[src/roc_pkg.sv]
package roc_pkg;
   // -----------------------------------------------------------------
   // Output set and signal counts
   // -----------------------------------------------------------------
   localparam int NUM_TRIP   = 8;
   localparam int NUM_OUT    = NUM_TRIP + 2;
   localparam int NUM_SRC    = 16;
   localparam int NUM_LOGIC  = 4;
   localparam int NUM_ROUTED = NUM_SRC + NUM_LOGIC;
   localparam int ALARM_IDX  = NUM_TRIP;
   localparam int SVC_IDX    = NUM_TRIP + 1;

   // -----------------------------------------------------------------
   // Crosspoint codes
   // -----------------------------------------------------------------
   localparam logic [1:0] XP_NONE    = 2'h0;
   localparam logic [1:0] XP_ROUTED  = 2'h1;
   localparam logic [1:0] XP_LATCHED = 2'h2;

   // -----------------------------------------------------------------
   // Register offsets (byte addresses)
   // -----------------------------------------------------------------
   localparam logic [7:0] ADDR_STATUS   = 8'h00;
   localparam logic [7:0] ADDR_FORCE_EN = 8'h04;
   localparam logic [7:0] ADDR_POLARITY = 8'h08;
   localparam logic [7:0] ADDR_RELEASE  = 8'h0C;
   localparam logic [7:0] ADDR_LATCHED  = 8'h10;
   localparam logic [7:0] ADDR_LOGIC_EN = 8'h14;
   localparam logic [7:0] ADDR_MATRIX   = 8'h40;
   localparam logic [7:0] ADDR_MAT_END  = ADDR_MATRIX + 8'(4 * NUM_ROUTED);

   // -----------------------------------------------------------------
   // Field positions and reset values
   // -----------------------------------------------------------------
   localparam int         FORCE_FLAG_BIT = 0;
   localparam logic [9:0] POLARITY_RST   = 10'h000;
   localparam logic [9:0] LOGIC_EN_RST   = 10'h000;
endpackage

[src/roc_relay_output_control.sv]
// Functional notes
// RULE1: every crosspoint is routed, routed-with-latch, or not routed
// RULE2: any internal signal may be routed to any output
// RULE3: trip outputs driven by matrix, logic function outputs, or forcing
// RULE4: built logic function output gets its matrix assignment automatically
// RULE5: per-output latching; latched output cleared only by latch release
// RULE6: break-contact polarity inverts the driven output position
// RULE7: status reads 1 when coil energised, 0 otherwise
// RULE8: status reports coil energisation alike for make and break contacts
// RULE9: de-energised coil is the resting contact state
// RULE10: operator sets force flag before forcing; otherwise forcing ignored
// RULE11: output status writable only while force flag is on
// RULE12: outputs are trip outputs, one alarm output, one service output
// RULE13: latched output holds after source drops until released
//
// Local design decisions: the address map and the Wishbone interface to the registers.
`timescale 1ns/1ps
`default_nettype none
module roc_relay_output_control (
   input  wire logic                          clk_in,
   input  wire logic                          rst_b_in,
   input  wire logic                          clk_en_in,
   input  wire logic [roc_pkg::NUM_SRC-1:0]   int_sig_in,
   input  wire logic [roc_pkg::NUM_LOGIC-1:0] logic_fn_in,
   input  wire logic [roc_pkg::NUM_LOGIC-1:0] logic_built_in,
   input  wire logic                          wb_cyc_in,
   input  wire logic                          wb_stb_in,
   input  wire logic                          wb_we_in,
   input  wire logic [7:0]                    wb_adr_in,
   input  wire logic [3:0]                    wb_sel_in,
   input  wire logic [31:0]                   wb_dat_in,
   output logic [31:0]                        wb_dat_out,
   output logic                               wb_ack_out,
   output logic [roc_pkg::NUM_TRIP-1:0]       trip_output_out,
   output logic                               alarm_signal_output_out,
   output logic                               service_status_output_out
);
   localparam int NO = roc_pkg::NUM_OUT;
   localparam int NR = roc_pkg::NUM_ROUTED;

   // -----------------------------------------------------------------
   // Input synchronisers
   // -----------------------------------------------------------------
   logic [NR-1:0] src_s1_q;
   logic [NR-1:0] src_s2_q;

   always_ff @(posedge clk_in or negedge rst_b_in) begin
      if (!rst_b_in) begin
         src_s1_q <= '0;
         src_s2_q <= '0;
      end else if (clk_en_in) begin
         src_s1_q <= {logic_fn_in, int_sig_in};
         src_s2_q <= src_s1_q;
      end
   end

   logic [roc_pkg::NUM_LOGIC-1:0] built_s1_q;
   logic [roc_pkg::NUM_LOGIC-1:0] built_s2_q;
   logic [roc_pkg::NUM_LOGIC-1:0] built_s3_q;

   always_ff @(posedge clk_in or negedge rst_b_in) begin
      if (!rst_b_in) begin
         built_s1_q <= '0;
         built_s2_q <= '0;
         built_s3_q <= '0;
      end else if (clk_en_in) begin
         built_s1_q <= logic_built_in;
         built_s2_q <= built_s1_q;
         built_s3_q <= built_s2_q;
      end
   end

   wire [roc_pkg::NUM_LOGIC-1:0] built_rise = built_s2_q & ~built_s3_q;

   // -----------------------------------------------------------------
   // Bus decode
   // -----------------------------------------------------------------
   wire       bus_req   = wb_cyc_in & wb_stb_in & ~wb_ack_out;
   wire       wr_req    = bus_req & wb_we_in & wb_sel_in[0];
   wire       wr_req_hi = bus_req & wb_we_in & wb_sel_in[1];
   wire       sel_stat  = (wb_adr_in == roc_pkg::ADDR_STATUS);
   wire       sel_force = (wb_adr_in == roc_pkg::ADDR_FORCE_EN);
   wire       sel_pol   = (wb_adr_in == roc_pkg::ADDR_POLARITY);
   wire       sel_rel   = (wb_adr_in == roc_pkg::ADDR_RELEASE);
   wire       sel_lat   = (wb_adr_in == roc_pkg::ADDR_LATCHED);
   wire       sel_len   = (wb_adr_in == roc_pkg::ADDR_LOGIC_EN);
   wire       sel_mat   = (wb_adr_in >= roc_pkg::ADDR_MATRIX) && (wb_adr_in < roc_pkg::ADDR_MAT_END)
                          && (wb_adr_in[1:0] == 2'h0);
   wire [7:0] mat_off   = wb_adr_in - roc_pkg::ADDR_MATRIX;
   wire [5:0] mat_row   = mat_off[7:2];
   wire       wr_word   = wr_req & wr_req_hi;
   wire       wr_force  = wr_req & sel_force;
   wire       wr_pol    = wr_word & sel_pol;
   wire       wr_len    = wr_word & sel_len;
   wire       wr_stat   = wr_word & sel_stat;
   wire       wr_rel    = wr_word & sel_rel;
   wire       wr_mat    = wr_req & sel_mat;
   wire       rd_req    = bus_req & ~wb_we_in;

   // -----------------------------------------------------------------
   // Configuration registers
   // -----------------------------------------------------------------
   logic           force_q;
   logic [NO-1:0]  polarity_q;
   logic [NO-1:0]  forced_val_q;
   logic [NO-1:0]  latched_q;
   logic [NO-1:0]  coil_q;
   logic [NO-1:0]  logic_en_q;
   logic [1:0]     xp_q [NR][NO];

   wire  [NO-1:0]  wr_data10 = {wb_dat_in[9:8], wb_dat_in[7:0]};
   wire  [NO-1:0]  rel_mask  = wr_rel ? wr_data10 : '0;

   always_ff @(posedge clk_in or negedge rst_b_in) begin
      if (!rst_b_in) begin
         force_q <= 1'b0;
      end else if (clk_en_in && wr_force) begin
         force_q <= wb_dat_in[roc_pkg::FORCE_FLAG_BIT];
      end
   end

   always_ff @(posedge clk_in or negedge rst_b_in) begin
      if (!rst_b_in) begin
         polarity_q <= roc_pkg::POLARITY_RST;
      end else if (clk_en_in && wr_pol) begin
         polarity_q <= wr_data10;
      end
   end

   always_ff @(posedge clk_in or negedge rst_b_in) begin
      if (!rst_b_in) begin
         logic_en_q <= roc_pkg::LOGIC_EN_RST;
      end else if (clk_en_in && wr_len) begin
         logic_en_q <= wr_data10;
      end
   end

   // -----------------------------------------------------------------
   // Forced status
   // -----------------------------------------------------------------
   always_ff @(posedge clk_in or negedge rst_b_in) begin
      if (!rst_b_in) begin
         forced_val_q <= '0;
      end else if (clk_en_in) begin
         if (!force_q) begin
            forced_val_q <= coil_q;
         end else if (wr_stat) begin
            forced_val_q <= wr_data10; // RULE11
         end
      end
   end

   // -----------------------------------------------------------------
   // Output routing matrix
   // -----------------------------------------------------------------
   genvar r;
   genvar o;
   generate
      for (r = 0; r < NR; r++) begin : g_row
         for (o = 0; o < NO; o++) begin : g_col
            wire auto_set;

            if (r >= roc_pkg::NUM_SRC && o < roc_pkg::NUM_TRIP
                && (r - roc_pkg::NUM_SRC) == o % roc_pkg::NUM_LOGIC) begin : g_auto
               assign auto_set = built_rise[r-roc_pkg::NUM_SRC] && (xp_q[r][o] == roc_pkg::XP_NONE);
            end else begin : g_fixed
               assign auto_set = 1'b0;
            end

            always_ff @(posedge clk_in or negedge rst_b_in) begin
               if (!rst_b_in) begin
                  xp_q[r][o] <= roc_pkg::XP_NONE;
               end else if (clk_en_in) begin
                  if (auto_set) begin
                     xp_q[r][o] <= roc_pkg::XP_ROUTED; // RULE4
                  end else if (wr_mat && mat_row == 6'(r)) begin
                     xp_q[r][o] <= wb_dat_in[2*o +: 2]; // RULE1 RULE2
                  end
               end
            end
         end
      end
   endgenerate

   // -----------------------------------------------------------------
   // Per-output drive and latch
   // -----------------------------------------------------------------
   logic [NO-1:0] hit_plain;
   logic [NO-1:0] hit_latch;
   logic [NO-1:0] latch_d;

   always_comb begin
      hit_plain = '0;
      hit_latch = '0;
      for (int oo = 0; oo < NO; oo++) begin
         for (int rr = 0; rr < NR; rr++) begin
            if (src_s2_q[rr] && xp_is_plain(xp_q[rr][oo])) begin
               hit_plain[oo] = 1'b1;
            end
            if (src_s2_q[rr] && xp_is_latch(xp_q[rr][oo])) begin
               hit_latch[oo] = 1'b1;
            end
         end
      end
   end

   // Direct logic function drive of trip outputs
   logic [NO-1:0] logic_drive;

   always_comb begin
      logic_drive = '0;
      for (int oo = 0; oo < roc_pkg::NUM_TRIP; oo++) begin
         logic_drive[oo] = logic_en_q[oo] & logic_fn_in_s(oo); // RULE3
      end
   end

   function automatic logic logic_fn_in_s(input int idx);
      logic_fn_in_s = src_s2_q[roc_pkg::NUM_SRC + (idx % roc_pkg::NUM_LOGIC)];
   endfunction

   function automatic logic xp_is_plain(input logic [1:0] code);
      xp_is_plain = (code == roc_pkg::XP_ROUTED);
   endfunction

   function automatic logic xp_is_latch(input logic [1:0] code);
      xp_is_latch = (code == roc_pkg::XP_LATCHED);
   endfunction

   assign latch_d = hit_latch | (latched_q & ~rel_mask); // RULE5 RULE13

   wire [NO-1:0] normal_coil = hit_plain | latched_q | logic_drive;

   always_ff @(posedge clk_in or negedge rst_b_in) begin
      if (!rst_b_in) begin
         latched_q <= '0;
      end else if (clk_en_in) begin
         latched_q <= latch_d;
      end
   end

   always_ff @(posedge clk_in or negedge rst_b_in) begin
      if (!rst_b_in) begin
         coil_q <= '0;
      end else if (clk_en_in) begin
         coil_q <= force_q ? forced_val_q : normal_coil; // RULE3 RULE10
      end
   end

   // -----------------------------------------------------------------
   // Pin drive with polarity
   // -----------------------------------------------------------------
   logic [NO-1:0] pin_q;

   always_ff @(posedge clk_in or negedge rst_b_in) begin
      if (!rst_b_in) begin
         pin_q <= '0; // RULE9
      end else if (clk_en_in) begin
         pin_q <= coil_q ^ polarity_q; // RULE6
      end
   end

   assign trip_output_out           = pin_q[roc_pkg::NUM_TRIP-1:0]; // RULE12
   assign alarm_signal_output_out   = pin_q[roc_pkg::ALARM_IDX];
   assign service_status_output_out = pin_q[roc_pkg::SVC_IDX];

   // -----------------------------------------------------------------
   // Read back
   // -----------------------------------------------------------------
   logic [31:0] rd_mat;

   always_comb begin
      rd_mat = '0;
      for (int rr = 0; rr < NR; rr++) begin
         if (mat_row == 6'(rr)) begin
            for (int oo = 0; oo < NO; oo++) begin
               rd_mat[2*oo +: 2] = xp_q[rr][oo];
            end
         end
      end
   end

   wire [31:0] rd_val = sel_stat  ? {22'h000000, coil_q} : // RULE7 RULE8
                        sel_force ? {31'h00000000, force_q} :
                        sel_pol   ? {22'h000000, polarity_q} :
                        sel_lat   ? {22'h000000, latched_q} :
                        sel_len   ? {22'h000000, logic_en_q} :
                        sel_mat   ? rd_mat : 32'h00000000;

   // -----------------------------------------------------------------
   // Bus answer
   // -----------------------------------------------------------------
   always_ff @(posedge clk_in or negedge rst_b_in) begin
      if (!rst_b_in) begin
         wb_ack_out <= 1'b0;
      end else if (clk_en_in) begin
         wb_ack_out <= bus_req;
      end
   end

   always_ff @(posedge clk_in or negedge rst_b_in) begin
      if (!rst_b_in) begin
         wb_dat_out <= 32'h00000000;
      end else if (clk_en_in && rd_req) begin
         wb_dat_out <= rd_val;
      end
   end
endmodule
`default_nettype wire

[config.mk]
export PLATFORM = sky130hd
export DESIGN_NAME = roc_relay_output_control
export DESIGN_NICKNAME = d
export VERILOG_FILES = /design/src/roc_pkg.sv /design/src/roc_relay_output_control.sv
export SDC_FILE = /design/constraint.sdc
export NUM_CORES = 1
export LEC_CHECK = 0
export BUFFER_PORTS_ARGS = -buffer_cell sky130_fd_sc_hd__clkbuf_2
export CAP_MARGIN = 25
export CORE_MARGIN = 2
export CORE_UTILIZATION = 40
export CTS_CLUSTER_SIZE = 40
export DETAILED_ROUTE_END_ITERATION = 12
export PLACE_DENSITY_LB_ADDON = 0.15
export SYNTH_ARGS = -nofsm -noshare
export SYNTH_HDL_FRONTEND = slang
export SYNTH_SLANG_ARGS = --single-unit
[constraint.sdc]
create_clock -name clk_in -period 4.8 [get_ports clk_in]
set_clock_uncertainty 0.05 [all_clocks]
set_input_delay 0.96 -clock clk_in [delete_from_list [all_inputs] [get_ports clk_in]]
set_output_delay 0.96 -clock clk_in [all_outputs]
set_load 0.005 [all_outputs]
==> impl_metrics.tcl <==
set metrics [dict create \
    drv_cap 0 \
    die-area_um2 72600 \
    endpoint_kind "flip-flop" \
    worstPathMaxFanout 15 \
    wire_per_inst_um 33.6 \
    num_vias 24500 \
    drive_gt1_share_pct 29.3 \
    totalPowerFinal_mw 11.0 \
    ios 117 \
    crit-reg2reg-launch "wb_ack_out$_DFFE_PN0P_" \
    ant_nets 0 \
    final_cell_mix "dfrtp_1 (531), mux2_2 (449), nand2_1 (342)" \
    cts_root_buffer "clkbuf_16" \
    crit_path_start "wb_adr_in[5]" \
    synth_edf_count 0 \
    slowest_stage "nor3_4" \
    dp_hpwl_um 84600 \
    final_common_cell "dfrtp_1" \
    regArea_um2 13400 \
    synthArstFlopShare_pct 100 \
    timing.slew.headroom_pct 30.0 \
    synth_area_um2 28200 \
    nFillCells 6556 \
    syn-mean-instance-area_um2 10.6 \
    arrival_ns 4.11 \
    worst_skew_pair.late_latency_ns 0.65 \
    grt_max_degree 101 \
    path_buf_inv 2 \
    tightest_slew_ns 1.05 \
    power.density_nw_per_um2 340 \
    die_width_um 269 \
    antenna_found_initial 3 \
    fp.dieH_um 269 \
    rows 97 \
    synth-warning-count 0 \
    post-route-util_pct 46.4 \
    min_path_type "in -> async" \
    grt-ovfl-total 0 \
    tritoncts "done" \
    hold_viol_final 0 \
    rsz0062_at_grt "false" \
    cp-start-kind "input port" \
    clkTransAtPathRegs_ns 0.06 \
    cts_buffers 60 \
    leakage_nw 14.8 \
    crit_required_ns 5.27 \
    ir_worst_vdd_mv 0.302 \
    grt.total_usage_pct 33.7 \
    drt_pass1_iterations 6 \
    post-cts-setup-buffers 0 \
    gp_congestion 0.982 \
    outcome "complete, no violations" \
    ys.flop_type "dfrtp_1" \
    final.setup.tns_ns 0 \
    fin_crit_ns 3.64 \
    multi_input_area_um2 13800 \
    ys_seq_area_share_pct 47.4 \
    clock-sinks 534 \
    area_growth_pct 15.0 \
    htreeDepth 2 \
    yosys_register_bits 534 \
    syn_inst 2665 \
    grt_pass1_wl_um 178000 \
    drc 0 \
    drt-initial-drc-count 3438 \
    nNetsFinal 2826 \
    path_delay_family "simple AND/OR/NAND/NOR gates" \
    core_area_um2 69900 \
    grt_pass1_vias 23600 \
    io_buffers 90 \
    cp_slowest_stage_delay_ns 0.62 \
    via_per_inst 6.55 \
    ctsResizeCount 0 \
    clockBufferDepth 3 \
    setup_violations 0 \
    cts_hold_buf 0 \
    synth_cell_type_count 73 \
    start_util_pct 40.3 \
    drv_slew 0 \
    crit_chain "clkbuf_2, or4b_1, a211o_1, nor3_4, nand2_1, buf_12, mux2_2" \
    fin_crit_sh_pct 75.9 \
    wl_um 126000 \
    max_freq_mhz 274 \
    path_class "in -> reg" \
]
==> synthesized netlist by cell type, types with 8 or more instances <==
master / instances / share of area (%)
dfrtp_1: 534 / 47
mux2_2: 449 / 18
nand2_1: 342 / 4.6
clkbuf_1: 157 / 2.1
nor2_1: 118 / 1.6
o22ai_1: 113 / 2.5
nand3b_1: 112 / 3.0
o21ai_0: 101 / 1.8
a21oi_1: 81 / 1.4
mux2i_1: 45 / 1.6
a22oi_1: 42 / 1.1
inv_1: 42 / 0.56
buf_2: 41 / 0.73
nand3_1: 41 / 0.73
nor4_1: 40 / 0.89
a31oi_1: 32 / 0.71
and3b_1: 26 / 0.81
o221ai_1: 25 / 0.78
nand4_1: 22 / 0.49
mux2_1: 19 / 0.76
a222oi_1: 18 / 0.64
buf_1: 14 / 0.19
nor3_1: 14 / 0.25
a221oi_1: 13 / 0.40
buf_4: 12 / 0.32
mux4_2: 12 / 0.96
nor2b_1: 12 / 0.27
a211oi_1: 10 / 0.27
o2bb2ai_1: 10 / 0.31
xnor2_1: 10 / 0.31
a2111oi_0: 9 / 0.28
a221o_1: 9 / 0.32
a22o_1: 9 / 0.28
nand2b_1: 9 / 0.20
o211ai_1: 9 / 0.24
o31ai_1: 9 / 0.24
o22a_1: 8 / 0.25
==> per-stage QoR <==
stage	setup slack, ns	cell area [um2]	hold slack, ns	instances
final	1.16	32400	0.347	3742
after global routing	1.17	32400	0.400	3740
after CTS	1.23	32400	0.372	3740
after detailed placement	0.580	30200	0.440	3630
after global placement	0.614	30200	0.432	3630
after floorplan	1.67	28200	0.422	2676
==> registers in the layout (all words and copies together) (netlist names) <==
signal,cells
polarity_q,10
latched_q,10
built_s3_q,4
built_s2_q,4
logic_en_q,10
src_s1_q,20
coil_q,10
built_s1_q,4
wb_dat_out,20
force_q,1
xp_q,400
pin_q,10
forced_val_q,10
wb_ack_out,1
src_s2_q,20
==> final cells by class <==
class	instances	area share [%]
multi-input combinational	1875	42.6
sequential	534	41.2
timing repair buffer	238	5.30
clock buffer	82	5.29
tap	940	3.63
clock inverter	28	1.39
inverter	43	0.498
antenna	2	0.0154
==> worst paths after layout <==
check,endpoint,slack (ns),depth (start not counted)
worst min register to register,built_s3_q[3]$_DFFE_PN0P_,0.45,1
min in group clk_in,built_s3_q[3]$_DFFE_PN0P_,0.45,1
max in group asynchronous,xp_q[82]$_DFFE_PN0P_,3.26,2
worst max register to register,xp_q[179]$_DFFE_PN0P_,1.98,5
worst min-delay path,built_s2_q[0]$_DFFE_PN0P_,0.35,1
worst max-delay path,xp_q[179]$_DFFE_PN0P_,1.16,7
==> cells by family (layout without fill, tap and decap cells) <==
family / count (synthesis) / after routing / share of synthesized area (%)
flip-flops: 534 / 534 / 47.4
AO/OA/AOI/OAI: 552 / 552 / 13.2
buffers and inverters: 267 / 391 / 3.90
XOR/XNOR: 10 / 10 / 0.311
AND/OR/NAND/NOR: 776 / 776 / 13.9
multiplexers: 525 / 525 / 21.3
other: 1 / 14 / 0.0133
==> report_power, final <==
part | switching [mW] | leakage [nW] | internal [mW] | total (mW)
logic | 0.786 | 6.51 | 0.288 | 1.07
clock network | 2.00 | 1.06 | 3.08 | 5.09
registers | 0.218 | 7.22 | 4.64 | 4.86
==> worst register-to-register path, delay by kind of cell, from the launching register on <==
kind / cells / cell delay, ns
buffers and inverters: 1 / 0.36
DFF: 1 / 0.39
and+or+nand+nor: 3 / 1.59
muxes: 1 / 0.29
==> metal layers <==
layer  vias up  share of wire, %  GRT usage [%]
li1      10000                 -              -
met1     12600                41           46.4
met2      1595                44           50.8
met3       308                11           7.97
met4         4               4.9           14.6
met5         -             0.021              0
Power figures use the tool's default switching activity.
